--- src/hdl/eeprom_rd_defs.vh ---
// Constants for the two-wire EEPROM read slave
`ifndef EEPROM_RD_DEFS_VH
`define EEPROM_RD_DEFS_VH
`define EE_ADDR_W 4
`define EE_DEPTH 16
`define EE_DEV_ID 7'h50
`define EE_PTR_RST 4'h0
`define EE_PH_CTRL 2'h0
`define EE_PH_WADDR 2'h1
`define EE_PH_WDATA 2'h2
`endif

--- src/hdl/eeprom_rd_slave.v ---
// Two-wire serial slave for reading an on-chip data EEPROM
`timescale 1ns/100ps
`include "eeprom_rd_defs.vh"

// Functional notes
// Bus idle only while clock and data both high; transfers start from idle.
// Data falling while clock high is START; every command starts with it.
// Data rising while clock high is STOP; every operation ends with it.
// Data change during clock high is a condition, never a data bit.
// Transmitter changes data only while clock low; one bit per pulse.
// Master sets byte count between START and STOP; slave imposes no limit; code refuses write data bytes while its two-entry buffer is full.
// Addressed receiver acknowledges each byte on a ninth clock pulse.
// No acknowledge driven while an internal programming cycle runs.
// Acknowledge holds data low for the whole high phase of its pulse.
// Master nack ends a read; slave releases data high for STOP.
// Read starts like a write with read/write bit set to one.
// Address counter holds last location plus one for current reads.
// Current read: ack read address, send one byte, stop on nack.
// Random read: word address loaded even when write is cut by START.
// After repeated START, read address acked, byte sent, counter advanced.
// Master ack on a data byte makes slave send next byte.
// Pointer advances by one at each completed read byte; code advances it as each byte is loaded.
// Ignore bus until START; return idle on STOP or master nack.
module eeprom_rd_slave
(
  input wire i_mclk, // System clock 50 MHz
  input wire i_reset_n, // Synchronous reset, active low
  input wire i_scl, // Serial clock pin
  input wire i_sda, // Serial data pin level
  output reg o_sda, // Serial data output value, always low
  output reg o_sda_oe, // High while slave pulls data low
  input wire i_prog_busy, // Programming cycle in progress
  input wire i_mem_wr, // Memory load strobe from core
  input wire [`EE_ADDR_W-1:0] i_mem_waddr, // Memory load address
  input wire [7:0] i_mem_wdata, // Memory load data
  output reg o_wr_valid, // Written byte available
  input wire i_wr_ready, // Core accepts written byte
  output reg [7:0] o_wr_data, // Written byte
  output reg [`EE_ADDR_W-1:0] o_wr_addr, // Address of written byte
  output reg [`EE_ADDR_W-1:0] o_ptr // Current address counter
);

  reg scl_m;
  reg scl_s;
  reg scl_d;
  reg sda_m;
  reg sda_s;
  reg sda_d;
  reg [2:0] state;
  reg [1:0] phase;
  reg [3:0] bit_cnt;
  reg [7:0] shift;
  reg read_mode;
  reg [7:0] mem [0:`EE_DEPTH-1];
  // Two-entry buffer for bytes received in write phase
  reg [7:0] buf_data [0:1];
  reg [`EE_ADDR_W-1:0] buf_addr [0:1];
  reg [1:0] buf_cnt;
  reg buf_rd;
  reg buf_wr;
  wire scl_rise;
  wire scl_fall;
  wire start_det;
  wire stop_det;
  wire buf_push;
  wire buf_pop;
  wire buf_full;
  reg [7:0] next_shift;
  genvar gi;
  // Byte engine states, plain binary codes
  localparam [2:0] ST_IDLE = 3'h0;
  localparam [2:0] ST_RX = 3'h1;
  localparam [2:0] ST_ACK = 3'h2;
  localparam [2:0] ST_TX = 3'h3;
  localparam [2:0] ST_MACK = 3'h4;

  // Pin synchronisers; first stage read only by second
  // Reset to the idle high level so no false edge follows reset
  always @(posedge i_mclk)
  begin
    if (!i_reset_n)
    begin
      scl_m <= 1'b1;
      scl_s <= 1'b1;
      scl_d <= 1'b1;
      sda_m <= 1'b1;
      sda_s <= 1'b1;
      sda_d <= 1'b1;
    end
    else
    begin
      scl_m <= i_scl;
      scl_s <= scl_m;
      scl_d <= scl_s;
      sda_m <= i_sda;
      sda_s <= sda_m;
      sda_d <= sda_s;
    end
  end

  // Edges of the sampled link clock and bus conditions
  assign scl_rise = scl_s & ~scl_d;
  assign scl_fall = ~scl_s & scl_d;
  assign start_det = scl_s & scl_d & sda_d & ~sda_s;
  assign stop_det = scl_s & scl_d & ~sda_d & sda_s;

  // Buffer handshake; a full buffer refuses the data byte by withholding ack
  assign buf_full = (buf_cnt == 2'h2);
  assign buf_pop = (!o_wr_valid || i_wr_ready) && buf_cnt != 2'h0;
  assign buf_push = scl_fall && state == ST_RX && bit_cnt == 4'h8 && phase == `EE_PH_WDATA &&
    !buf_full && !i_prog_busy;

  // Next byte to shift out, loaded from the counter location
  always @*
  begin
    next_shift = mem[o_ptr];
  end

  // Main byte engine, stepping on sampled clock edges
  always @(posedge i_mclk)
  begin
    if (!i_reset_n)
    begin
      state <= ST_IDLE;
      phase <= `EE_PH_CTRL;
      bit_cnt <= 4'h0;
      shift <= 8'h00;
      read_mode <= 1'b0;
      o_ptr <= `EE_PTR_RST;
      o_sda <= 1'b0;
      o_sda_oe <= 1'b0;
    end
    else if (stop_det)
    begin
      // STOP wins over everything, even in mid-byte
      state <= ST_IDLE;
      o_sda_oe <= 1'b0;
    end
    else if (start_det)
    begin
      // Repeated START also aborts a write; pointer already loaded
      state <= ST_RX;
      phase <= `EE_PH_CTRL;
      bit_cnt <= 4'h0;
      o_sda_oe <= 1'b0;
    end
    else
    begin
      case (state)
        ST_IDLE:
        begin
          // Bus ignored until a START
          o_sda_oe <= 1'b0;
        end
        ST_RX:
        begin
          if (scl_rise)
          begin
            shift <= {shift[6:0], sda_s};
            bit_cnt <= bit_cnt + 4'h1;
          end
          else if (scl_fall && bit_cnt == 4'h8)
          begin
            // Any refused byte drops back to idle with data released
            bit_cnt <= 4'h0;
            state <= ST_IDLE;
            case (phase)
              `EE_PH_CTRL:
              begin
                if (shift[7:1] == `EE_DEV_ID && !i_prog_busy)
                begin
                  read_mode <= shift[0];
                  state <= ST_ACK;
                  o_sda_oe <= 1'b1;
                end
              end
              `EE_PH_WADDR:
              begin
                // A busy memory stays deaf: no ack, pointer kept
                if (!i_prog_busy)
                begin
                  o_ptr <= shift[`EE_ADDR_W-1:0];
                  state <= ST_ACK;
                  o_sda_oe <= 1'b1;
                end
              end
              `EE_PH_WDATA:
              begin
                // A full buffer refuses the byte rather than lose it
                if (!buf_full && !i_prog_busy)
                begin
                  o_ptr <= o_ptr + 1'b1;
                  state <= ST_ACK;
                  o_sda_oe <= 1'b1;
                end
              end
              default:
              begin
                state <= ST_IDLE;
              end
            endcase
          end
        end
        ST_ACK:
        begin
          // Hold low through the whole ninth high phase
          if (scl_fall)
          begin
            if (phase == `EE_PH_CTRL && read_mode)
            begin
              // First bit of the byte goes out as the ack pulse ends
              state <= ST_TX;
              shift <= {next_shift[6:0], 1'b0};
              o_sda_oe <= ~next_shift[7];
              bit_cnt <= 4'h1;
              o_ptr <= o_ptr + 1'b1;
            end
            else
            begin
              state <= ST_RX;
              phase <= (phase == `EE_PH_CTRL) ? `EE_PH_WADDR : `EE_PH_WDATA;
              o_sda_oe <= 1'b0;
            end
          end
        end
        ST_TX:
        begin
          // Bits change only after a sampled falling edge
          if (scl_fall)
          begin
            if (bit_cnt == 4'h8)
            begin
              state <= ST_MACK;
              o_sda_oe <= 1'b0;
            end
            else
            begin
              o_sda_oe <= ~shift[7];
              shift <= {shift[6:0], 1'b0};
              bit_cnt <= bit_cnt + 4'h1;
            end
          end
        end
        ST_MACK:
        begin
          // Master ack sampled on the ninth rising edge
          if (scl_rise)
          begin
            if (sda_s)
            begin
              state <= ST_IDLE;
            end
            else
            begin
              state <= ST_TX;
              bit_cnt <= 4'h0;
            end
          end
          else if (scl_fall)
          begin
            o_sda_oe <= 1'b0;
          end
        end
        default:
        begin
          state <= ST_IDLE;
        end
      endcase
      // Start next byte of a sequential read on the falling edge
      // Counter moves as each byte is loaded, so a cut read still advances
      if (state == ST_TX && bit_cnt == 4'h0 && scl_fall)
      begin
        shift <= {next_shift[6:0], 1'b0};
        o_sda_oe <= ~next_shift[7];
        bit_cnt <= 4'h1;
        o_ptr <= o_ptr + 1'b1;
      end
    end
  end

  // Memory image, loaded by the core
  // Not reset: content stays the core's to load
  always @(posedge i_mclk)
  begin
    if (i_mem_wr)
    begin
      mem[i_mem_waddr] <= i_mem_wdata;
    end
  end

  // Buffer entries, one generate slot per entry
  generate
    for (gi = 0; gi < 2; gi = gi + 1)
    begin : g_buf
      always @(posedge i_mclk)
      begin
        // Entry chosen by the write index
        if (buf_push && {31'h0, buf_wr} == gi)
        begin
          buf_data[gi] <= shift;
          buf_addr[gi] <= o_ptr;
        end
      end
    end
  endgenerate

  // Buffer pointers and registered output stage
  always @(posedge i_mclk)
  begin
    if (!i_reset_n)
    begin
      buf_cnt <= 2'h0;
      buf_rd <= 1'b0;
      buf_wr <= 1'b0;
      o_wr_valid <= 1'b0;
      o_wr_data <= 8'h00;
      o_wr_addr <= `EE_PTR_RST;
    end
    else
    begin
      if (buf_push)
      begin
        buf_wr <= ~buf_wr;
      end
      // Output register is a third place behind the two entries
      if (!o_wr_valid || i_wr_ready)
      begin
        o_wr_valid <= (buf_cnt != 2'h0);
      end
      // Only a real entry is copied, so the output never shows stale data
      if (buf_pop)
      begin
        o_wr_data <= buf_data[buf_rd];
        o_wr_addr <= buf_addr[buf_rd];
        buf_rd <= ~buf_rd;
      end
      buf_cnt <= buf_cnt + {1'b0, buf_push} - {1'b0, buf_pop};
    end
  end

endmodule

--- config.mk ---
export PLATFORM = sky130hd
export DESIGN_NAME = eeprom_rd_slave
export DESIGN_NICKNAME = d
export VERILOG_FILES = /design/src/hdl/eeprom_rd_slave.v
export VERILOG_INCLUDE_DIRS = /design/src /design/src/hdl
export SDC_FILE = /design/constraint.sdc
export NUM_CORES = 1
export LEC_CHECK = 0
export BUFFER_PORTS_ARGS = -buffer_cell sky130_fd_sc_hd__buf_4
export CORE_ASPECT_RATIO = 1.1
export CORE_UTILIZATION = 61
export CTS_CLUSTER_DIAMETER = 30
export CTS_CLUSTER_SIZE = 14
export DETAILED_ROUTE_END_ITERATION = 6
export GPL_TIMING_DRIVEN = 0
export PLACE_DENSITY_LB_ADDON = 0.15
export SETUP_SLACK_MARGIN = 0.2
export SYNTH_ARGS = -nofsm -noshare
export SYNTH_HDL_FRONTEND = slang
export SYNTH_SLANG_ARGS = --single-unit
--- constraint.sdc ---
create_clock -name i_mclk -period 2.5 [get_ports i_mclk]
set_input_delay 0 -clock i_mclk [delete_from_list [all_inputs] [get_ports i_mclk]]
set_output_delay 0 -clock i_mclk [all_outputs]
set_load 0.02 [all_outputs]
Word-level counts from Yosys, hierarchy flattened --
Memories as Yosys holds them, arrays and structs flattened. A register that Yosys moved wholly into a read port is not among the register bits. Cells that the tools add are included.
Cells by class: add/subtract/negate cells 4, eq/ne operators 44, multiplexer cells 74, bitwise logic cells 20, reduce and logical (&&, ||, !) cells 42
Operators by type and width (count):
- $mux W4 | 20
- $mux W8 | 7
- $ne A3 B3 Y1 const B | 9
- $pmux W8 S3 | 1
- $mux W1 | 23
- $reduce_and A7 Y1 | 3
- $mux W2 | 10
- $ne A4 B4 Y1 const B | 5
- $mux W3 | 6
- $pmux W4 S2 | 2
- $pmux W4 S4 | 1
- $ne A3 B2 Y1 const B | 5
- $pmux W3 S5 | 1
- $logic_and A1 B1 Y1 | 14
- $ne A2 B2 Y1 const B | 7
- $not A1 Y1 | 13
- $ne A4 B3 Y1 const B | 3
- $reduce_bool A6 Y1 | 2
- $reduce_and A11 Y1 | 1
- $reduce_and A10 Y1 | 1
- $pmux W3 S3 | 1
- $reduce_and A9 Y1 | 1
- $add A4 B1 Y4 const B | 2
- $reduce_and A8 Y1 | 1
- 31 further kinds | 45
Storage, ports and cells: register bits after elaboration 34, RAM bits 152, bits of input ports 19, output and inout bits 19, logic and storage cells 205, memories 3
Memories:
- mem | depth 16, bits a word 8, rd ports 1, clocked after Yosys merged registers in 1, write ports 1, line eeprom_rd_slave.v:54 | reg [7:0] mem [0:`EE_DEPTH-1];
- buf_data | depth 2, bits a word 8, rd ports 1, clocked after Yosys merged registers in 1, write ports 1, line eeprom_rd_slave.v:56 | reg [7:0] buf_data [0:1];
- buf_addr | depth 2, bits a word 4, rd ports 1, clocked after Yosys merged registers in 1, write ports 1, line eeprom_rd_slave.v:57 | reg [`EE_ADDR_W-1:0] buf_addr [0:1];

Logic depth before layout (Yosys ltp) --
Gate-level depths: netlist of the first run.
depth after elaboration 12, gate-level depth with buffers 10, gate-level depth less buffers 10

Worst setup path before layout of the first run --
Ideal clock, no wire load.
path type register to register, start point reg with a tool-made name, end point reg shift[2], library setup time 0.121 ns, arrival time 1.937 ns, data required time 2.379 ns, setup slack 0.442 ns, cell stages (with the launch flop) 7, path buffers 2, period minus slack after synthesis 2.058 ns, cells stage by stage dfxtp_1 -> clkbuf_1 -> buf_2 -> mux4_2 -> mux4_2 -> mux2i_1 -> a21oi_1
RTL lines:
- end signal, assigned | line eeprom_rd_slave.v:159 | shift <= {shift[6:0], sda_s};
- end signal, assigned | line eeprom_rd_slave.v:213 | shift <= {next_shift[6:0], 1'b0};
- end signal, assigned | line eeprom_rd_slave.v:239 | shift <= {shift[6:0], 1'b0};
- end, declared | line eeprom_rd_slave.v:52 | reg [7:0] shift;

==> results of run 1 <==
## worst paths after layout
check,cells after the start,endpoint,startpoint
worst max-delay path,6,shift[1],register
worst min-delay path,4,state[1],i_prog_busy
worst max register to register,6,shift[1],register
worst min register to register,1,scl_s,scl_m
## final cells by class
cell class	instances	area, µm²	share of cell area [%]
sequential	202	5570	54.7
clock buffer	41	961	9.43
buffer	29	166	1.63
clock inverter	24	200	1.97
tap	161	201	1.98
inverter	7	26.3	0.258
timing repair buffer	56	458	4.50
multi-input combinational	296	2600	25.6
## per-layer routing
metal / global-route usage [%] / routed length, µm / vias to the layer above
li1: - / - / 2281
met1: 29.0 / 6470 / 2374
met2: 45.9 / 8970 / 153
met3: 5.60 / 807 / 45
met4: 10.1 / 478 / 0
met5: 0 / 0 / -
## per-stage QoR
step	instance area (µm²)	hold slack, ps	util, %	worst slack, ps
after floorplan	8280	98.9	-	442
after detailed placement	8770	188	66.4	29.5
after global placement	8750	184	66.2	64.9
final	10200	48.6	77.1	306
after global routing	10200	49.5	77.1	168
after CTS	10100	27.9	76.4	126
## cell families (layout without fill, tap and decap cells)
| kind of cell | after synthesis | in the layout | share of synthesized area (%) |
|---|---|---|---|
| XOR/XNOR | 5 | 5 | 0.529 |
| flip-flops | 202 | 202 | 67.2 |
| AND/OR/NAND/NOR | 138 | 138 | 8.75 |
| buffers and inverters | 36 | 157 | 2.02 |
| other | 1 | 1 | 0.0453 |
| multiplexers | 65 | 65 | 14.0 |
| adder cells (fa/ha/maj) | 5 | 5 | 0.756 |
| AO/OA/AOI/OAI | 82 | 82 | 6.71 |
## repair_timing
action,4_1_cts,5_1_grt
pin swaps,1,6
gates resized for setup,9,19
buffers inserted,0,5
endpoints found under the setup margin,37,41
endpoints found under the hold margin,157,0
hold buffers,15,0
## worst max-delay path, cell delays in order, from the launching register on
cell and delay [ps]:
dfxtp_1 300, clkbuf_2 230, buf_6 240, mux4_2 560, mux4_2 510, mux2i_1 140
a21oi_1 90
## cell usage in the layout (no fill, tap or decap), types with 4 or more instances in the layout
| cell type | count |
|---|---|
| a211oi_1 | 15 |
| a21oi_1 | 22 |
| buf_2 | 5 |
| buf_4 | 42 |
| buf_6 | 5 |
| clkbuf_1 | 12 |
| clkbuf_16 | 37 |
| clkbuf_2 | 5 |
| clkinv_1 | 5 |
| clkinv_2 | 6 |
| clkinvlp_4 | 4 |
| dfxtp_1 | 48 |
| dlygate4sd3_1 | 15 |
| edfxtp_1 | 152 |
| ha_1 | 4 |
| inv_1 | 6 |
| inv_6 | 4 |
| mux2i_1 | 23 |
| mux4_2 | 39 |
| nand2_1 | 13 |
| nand2b_1 | 15 |
| nand3_1 | 10 |
| nand3b_1 | 4 |
| nor2_1 | 47 |
| nor2_2 | 4 |
| nor2b_1 | 8 |
| nor3_1 | 6 |
| nor3b_1 | 4 |
| o21a_1 | 5 |
| o21ai_0 | 12 |
## state kept, by name (all words and copies together), names as in the netlist, 2 cells and up, named ones only
name / flops
bit_cnt: 4
buf_addr: 8
buf_cnt: 2
buf_data: 16
mem: 128
o_ptr: 4
o_wr_addr: 4
o_wr_data: 8
phase: 2
shift: 8
state: 3
## power by group
group | internal (W) | leakage [nW] | switching (W)
Clock | 0.00297 | 0.563 | 0.00160
Sequential | 0.00376 | 1.76 | 0.0000736
Combinational | 0.000367 | 1.16 | 0.000498
Total | 0.00710 | 3.48 | 0.00217
==> key figures, run 1 <==
Synth
  • Synth warn: 0
  • Register area share after synthesis: 67.2%
  • Syn_area_per_cell: around 16 µm²
  • Cell area after synthesis: ~0.0083 mm²
  • Area leader, netlist: edfxtp_1
  • Async SR Flop Fraction: 0%
  • Post-Synthesis Cells: roughly 530
  • Post-synth top area share: between 50 and 60%
  • Flops & latches, synth: roughly 200
  • Synth cell count leaders: 152 x edfxtp_1, 50 x dfxtp_1, 50 x nor2_1
  • Most common cell in the netlist: edfxtp_1
  • Post-synth top flop: edfxtp_1
  • Post-synth EDFFs: between 150 and 200
  • Yosys cell types: 60
  • Top cells by area, synth: edfxtp_1 55%, dfxtp_1 12%, mux4_2 11%
  • Synthesized Nets: ~560

Die
  • Die area: roughly 0.014 mm²
  • Rows: 44
  • Die Y: approximately 120 µm
  • Core Region: about 0.013 mm²
  • Initial cell density of the core: 62.7%
  • Ports: 38
  • Die width: around 110 µm

Cells and area
  • Fillers: between 700 and 800
  • Layout cells sized above 1: ~28%
  • Nets: ~650
  • Non-filler cells, final: between 800 and 900
  • N_diodes: 0
  • Syn-to-layout area delta: 23.0%

STA
  • Actual slew at the worst max-slew pin: 1170 ps
  • Crit share post-route: 87.7%
  • Crit path time final: 2190 ps
  • Clock Skews: approximately 22 ps
  • Fin Setup TNS: 0 ps
  • Fin. max-slew vios: 0
  • Final setup viols: 0
  • Max-slew headroom: 21.1%
  • Fmax: approximately 460 MHz
  • Final Hold Vio Count: 0
  • Unrepaired setup endpoints after global routing: no

Critical path
  • CP required: 2880 ps
  • R2R setup slack: around 310 ps
  • Worst setup SP type: register
  • Crit Path Class: register to register
  • Crit. End Element: register
  • Crit path DAT: roughly 2600 ps
  • Crit path max fanout: 10

Clocking
  • Clock Latency Late Sink: 500 ps
  • CTS Root Cell: clkbuf_16
  • Max clock buf depth: 3
  • CTS Buf Count: 36
  • CTS tree: yes
  • H-tree depth: 2
  • Reg clk slew, reported paths: ~50 ps
  • CTS sink cnt: 202

Global routing
  • Vias in the first global route: roughly 4.8k
  • Global-route usage over all layers: between 20% and 30%
  • Initial antenna violation count: 0
  • Total grt overflow: 0
  • First-pass GRT wire length: 25.5 mm
  • Largest net degree at the start of global routing: 17

Placed design
  • DP HPWL: approximately 11 mm
  • IO Port Bufs: 36
  • GPL Wtd Cong: just over 0.8
  • DP Cell Count: 731

Routing
  • Final WL: 16.7 mm
  • Vias: between 4k and 5k
  • Drt pass-1 iters: 4
  • DRC violations left: 0
  • Initial DRC Count: 340
  • Wire length per cell: between 20 and 25 µm
  • Number of routed nets with antenna violations: 0
  • Vias/cell: just under 6

Power
  • Power per Cell Area: 911 mW/mm²
  • Worst IR Drop VDD: between 800 and 900 µV
  • Leakage: around 3.5 nW
  • Overall power: about 0.0093 W

Min path
  • Tightest Hold Check Type: primary input to register

Flow run
  • Max-cap violation count: 0

Outcome
  • Outcome: completed
Power figures use the tool's default switching activity.
==> run 2, diff against run 1 <==
BUFFER_PORTS_ARGS = unset   (was -buffer_cell sky130_fd_sc_hd__buf_4)
CORE_UTILIZATION = 63   (was 61)
DONT_BUFFER_PORTS = 1   (was unset)
==> run 2 against run 1 <==
The flow now finishes with violations (design-rule violations). Combinational power fell by 25%. Register-to-register slack got worse by 40 ps. Non-clock buffer count fell by 28. Worst setup slack got worse by 44 ps. Core utilization rose by 0.44 points.
==> key figures, run 2 (synthesis results as in run 1) <==
Global routing
  • Global-route usage over all layers: 27.1% (+2.0 points)
  • Total grt overflow: 0 (unchanged)
  • First-pass GRT wire length: 27.2 mm (+6.4%)
  • Largest net degree at the start of global routing: 17 (unchanged)
  • Vias in the first global route: 4938 (+3.6%)
  • Initial antenna violation count: 0 (unchanged)

Cells and area
  • Syn-to-layout area delta: 18.9%
  • Most frequent cells in the layout: 152 x edfxtp_1, 50 x dfxtp_1, 47 x nor2_1
  • Number of flip-flops in the largest register: 128 (unchanged)
  • N_diodes: 0 (unchanged)
  • Commonest non-fill, non-tap cell in the layout: edfxtp_1
  • Biggest regs: mem (128), buf_data (16)
  • Largest reg by FF count: mem
  • Multi-input logic area: 0.00259 mm² (-0.38%)
  • Register area: 0.00557 mm² (about the same)
  • Layout cells sized above 1: 21.8% (-6.2 points)
  • Fillers: 717 (-7.4%)
  • Nets: 619 (-5.1%)

STA
  • Final setup viols: 0 (unchanged)
  • Crit path time final: 2240 ps (+43.8 ps)
  • Fin. max-slew vios: 0 (unchanged)
  • Final Hold Vio Count: 0 (unchanged)
  • Clock Skews: 17.9 ps (-3.81 ps)
  • Fmax: 447 MHz (-2.0%)
  • Setup ws final: 263 ps (-43.8 ps)
  • Actual slew at the worst max-slew pin: 1370 ps (+199 ps)
  • Unrepaired setup endpoints after global routing: no
  • Crit share post-route: 89.5% (+1.8 points)
  • Max-slew headroom: 7.70% (-13 points)
  • Fin Setup TNS: 0 ps (unchanged)

Routing
  • Vias/cell: 6.23 (+4.8%)
  • Number of routed nets with antenna violations: 0 (unchanged)
  • Wire length per cell: 22.4 µm (+9.3%)
  • DRC violations left: 6 (+6)
  • Drt pass-1 iters: 7 (+3)
  • Final WL: 17.4 mm (+4.1%)
  • Initial DRC Count: 392 (+15%)
  • Vias: 4844 (-0.19%)

Die
  • Die width: 111 µm (-1.6%)
  • Ports: 38 (unchanged)
  • Die area: 0.0136 mm² (-3.1%)
  • Rows: 43 (-2.3%)
  • Die Y: 122 µm (-1.6%)
  • Core Region: 0.0127 mm² (-3.9%)
  • Initial cell density of the core: 65.2% (+2.5 points)

Outcome
  • Outcome: finished, violations left
  • Violated checks: design-rule violations

Critical path
  • CP required: 2930 ps (+50 ps)
  • Worst setup SP type: register
  • Crit path max fanout: 10 (unchanged)
  • Crit path DAT: 2670 ps (+100 ps)
  • Crit Path Class: register to register
  • Crit. End Element: register

Clocking
  • Reg clk slew, reported paths: 60 ps (about the same)
  • H-tree depth: 1 (-1)
  • Clock Latency Late Sink: 560 ps (+60 ps)
  • Max clock buf depth: 3 (unchanged)
  • CTS Buf Count: 31 (-14%)
  • CTS tree: yes
  • CTS Root Cell: clkbuf_16
  • CTS sink cnt: 202 (unchanged)

Power
  • Power per Cell Area: 887 mW/mm² (-2.6%)
  • Leakage: 3.26 nW (-6.2%)
  • Worst IR Drop VDD: 701 µV (-14%)

Flow run
  • Max-cap violation count: 0 (unchanged)

Min path
  • Tightest Hold Check Type: primary input to register
  • Critical hold path startpoint: i_mem_waddr[2]

Placed design
  • Pre-CTS WS: 1.47 ps (-28.1 ps)
  • IO Port Bufs: 0 (-100%)
  • DP HPWL: 10.9 mm (+1.6%)
  • GPL Wtd Cong: 0.821 (+0.86%)
## run 2: layer usage
layer / vias up / routed length [µm] / GRT usage [%]
met4: 0 / 494 / 12.1
met5: - / 0 / 0
met1: 2382 / 6600 / 32.5
met3: 34 / 1100 / 4.89
li1: 2221 / - / -
met2: 207 / 9220 / 48.6
## run 2: worst max-delay path, cell delays in order, from the launching register on
cell	delay [ps]
dfxtp_1	320
buf_2	230
buf_8	220
mux4_2	590
mux4_2	500
mux2i_1	160
a21oi_1	90
## run 2: layout make-up
class,instances,area share [%]
inverter,7,0.267
sequential,202,56.5
multi-input combinational,296,26.4
clock inverter,18,1.67
tap,157,2.00
clock buffer,40,8.76
buffer,29,1.73
timing repair buffer,28,2.69
## run 2: metrics by stage
step | instances | cell area, µm² | util [%] | hold WS [ps] | total power, W
after floorplan | 534 | 8280 | - | 98.9 | 0.00445
after global placement | 691 | 8480 | 66.8 | 99.6 | 0.00455
after detailed placement | 693 | 8490 | 66.9 | 99.6 | 0.00458
after CTS | 775 | 9770 | 77.0 | 1.92 | 0.00874
after global routing | 777 | 9840 | 77.5 | 50.3 | 0.00900
final | 777 | 9840 | 77.5 | 12.2 | 0.00873
## run 2: worst paths after layout
check,slack [ps],cells after the start,end
max,260,6,shift[1]
min,10,2,mem[15][7]
max reg2reg,260,6,shift[1]
min reg2reg,410,1,sda_s
## run 2: report_power, final
group / switching, W / total (W) / leakage (nW) / internal [W]
Clock: 0.00156 / 0.00413 / 0.501 / 0.00257
Combinational: 0.000375 / 0.000645 / 1.01 / 0.000270
Sequential: 0.000192 / 0.00395 / 1.75 / 0.00376
Total: 0.00212 / 0.00873 / 3.26 / 0.00660
## run 2: what timing repair did
item / in CTS / in global routing
endpoints found under the hold margin: 235 / 0
gates resized for setup: 8 / 20
endpoints found under the setup margin: 36 / 42
hold buffers: 24 / 0
pin swaps: 0 / 1
buffers inserted: 0 / 2
==> run 3, diff against run 2 <==
CORE_UTILIZATION = 65   (was 63)
clock period = 2.8 ns   (was 2.5 ns; I/O delays follow)
==> run 3 against run 2 <==
The flow finishes with violations (negative hold slack). Critical path depth is the same. Sequential cell count is the same. Core utilization grew 2.7 points. Largest cell class unchanged.
==> key figures, run 3 (synthesis results as in run 1) <==
Die
  • Die Y: 120 µm (-1.5%)
  • Die width: 110 µm (-1.5%)
  • Initial cell density of the core: 67.6% (+2.4 points)
  • Rows: 42 (-2.3%)
  • Ports: 38 (unchanged)
  • Die area: 0.0132 mm² (-3.0%)
  • Core Region: 0.0122 mm² (-3.6%)

Power
  • Leakage: 3.26 nW (about the same)
  • Clock share of power: 50.3% (+3.0 points)
  • Internal Power: 0.00636 W (-3.7%)
  • Worst IR Drop VDD: 982 µV (+40%)
  • Overall power: 0.00826 W (-5.4%)
  • Switching part of the total: 23.0% (-1.4 points)
  • Logic pwr share: 6.9% (-0.5 points)
  • Sequential fraction of design power: 42.7% (-2.6 points)
  • Power per Cell Area: 841 mW/mm² (-5.2%)
  • Net load switching power: 0.00190 W (-11%)

Clocking
  • CTS sink cnt: 202 (unchanged)
  • CTS tree: yes
  • CTS Root Cell: clkbuf_16
  • # Post-CTS Setup Buffers: 0 (unchanged)
  • CTS Buf Count: 35 (+13%)
  • H-tree depth: 2 (+1)
  • Reg clk slew, reported paths: 60 ps (about the same)
  • Clock Latency Late Sink: 490 ps (-70 ps)
  • Max clock buf depth: 3 (unchanged)

Placed design
  • DP Cell Count: 689 (-0.58%)
  • GPL Wtd Cong: 0.848 (+3.3%)
  • DP HPWL: 10.8 mm (-0.96%)
  • IO Port Bufs: 0 (unchanged)

Critical path
  • R2R setup slack: 280 ps (+20 ps)
  • CP bufs+invs: 2 (unchanged)
  • Worst path slowest cell: mux4_2
  • WP depth: 6 (unchanged)
  • CP most frequent cell: mux4_2
  • Crit. End Element: register
  • Crit path max fanout: 10 (unchanged)
  • CP peak stage delay: 600 ps (about the same)
  • Crit Path Class: register to register
  • Worst path cell trace: clkbuf_1 -> buf_2 -> mux4_2 -> mux4_2 -> mux2i_1 -> a21oi_1
  • R2r endpoint: shift[3]
  • Last element of the critical path: shift[3]
  • CP delay by family, top: multiplexers
  • Worst setup SP type: register
  • Crit path DAT: 2880 ps (+210 ps)
  • CP required: 3160 ps (+230 ps)
  • Reg2reg path depth: 6 (unchanged)

Routing
  • Initial DRC Count: 418 (+6.6%)
  • Number of routed nets with antenna violations: 0 (unchanged)
  • Vias: 4877 (+0.68%)
  • DRC violations left: 0 (-6)
  • Vias/cell: 6.35 (+1.9%)
  • Drt pass-1 iters: 5 (-2)
  • Wire length per cell: 24.3 µm (+8.4%)
  • Final WL: 18.7 mm (+7.2%)

Cells and area
  • Most frequent cells in the layout: 152 x edfxtp_1, 50 x nor2_1, 50 x dfxtp_1
  • Layout cells sized above 1: 19.4% (-2.4 points)
  • Non-filler cells, final: 768 (-1.2%)
  • N_diodes: 0 (unchanged)
  • Largest reg by FF count: mem
  • Nets: 614 (-0.81%)
  • Biggest regs: mem (128), buf_data (16)
  • Number of flip-flops in the largest register: 128 (unchanged)
  • Syn-to-layout area delta: 18.6%
  • Commonest non-fill, non-tap cell in the layout: edfxtp_1
  • Fillers: 633 (-12%)
  • End-of-flow core utilization: 80.2% (+2.7 points)

Global routing
  • Total grt overflow: 0 (unchanged)
  • Vias in the first global route: 5039 (+2.0%)
  • Initial antenna violation count: 0 (unchanged)
  • First-pass GRT wire length: 28.2 mm (+3.7%)
  • Largest net degree at the start of global routing: 17 (unchanged)
  • Global-route usage over all layers: 30.5% (+3.3 points)

STA
  • Final setup viols: 0 (unchanged)
  • Actual slew at the worst max-slew pin: 1010 ps (-364 ps)
  • Crit path time final: 2520 ps (+281 ps)
  • Max-slew headroom: 32.4% (+25 points)
  • Fin. max-slew vios: 0 (unchanged)
  • Clock Skews: 14.2 ps (-3.69 ps)
  • Unrepaired setup endpoints after global routing: no
  • Final Hold Vio Count: 8 (+8)
  • Crit share post-route: 89.9% (+0.45 points)
  • Hold_ws: -12.4 ps (-24.6 ps)
  • Fin Setup TNS: 0 ps (unchanged)
  • Fmax: 397 MHz (-11%)

Flow run
  • Max-cap violation count: 0 (unchanged)

Min path
  • Tightest Hold Check Type: primary input to register
  • Critical hold path startpoint: i_mem_waddr[2]

Outcome
  • Violated checks: negative hold slack
  • Outcome: finished, violations left
[run 3: power groups by stage]
stage               registers (W)  clock network (W)  logic, W
floorplan                 0.00356                  0  0.000409
global placement          0.00358                  0  0.000480
detailed placement        0.00358                  0  0.000501
CTS                       0.00353            0.00418  0.000571
global route              0.00355            0.00431  0.000626
finish                    0.00353            0.00416  0.000573
[run 3: area by class of cell]
cell class                      instances  area (µm²)  area share, %
Inverter                                7        26.3          0.267
Multi-Input combinational cell        296        2560           26.1
Clock buffer                           41         908           9.25
Sequential cell                       202        5570           56.7
Timing Repair Buffer                   19         185           1.89
Clock inverter                         20         240           2.45
Tap cell                              154         193           1.96
Buffer                                 29         143           1.45
[run 3: how the worst min path moves through the flow]
stage / end / cells after the start
finish: mem[0][5] / 2
global route: mem[0][5] / 2
CTS: mem[15][5] / 2
detailed placement: mem[15][1] / 0
global placement: mem[6][5] / 0
floorplan: mem[0][0] / 0
[run 3: per-layer routing]
metal	share of wire [%]	track usage [%]	up-vias
met5	0	0	-
met4	4.2	14.5	0
met3	6.9	6.09	43
met2	52	52.4	244
met1	37	36.6	2390
li1	-	-	2200
[run 3: worst register-to-register path: stages, from the launching register on]
cell and delay (ps):
dfxtp_1 310, clkbuf_1 340, buf_2 380, mux4_2 610
mux4_2 540, mux2i_1 140, a21oi_1 90
[run 3: repair_timing]
action,CTS,global route
hold buffers,18,0
endpoints found under the setup margin,0,1
hold endpoints to repair,184,0
gates resized for setup,0,2
[run 3: stage by stage]
step,setup slack [ps],instance area (µm²)
after global placement,362,8470
after CTS,279,9810
final,282,9820
after floorplan,742,8280
after global routing,212,9820
after detailed placement,336,8480
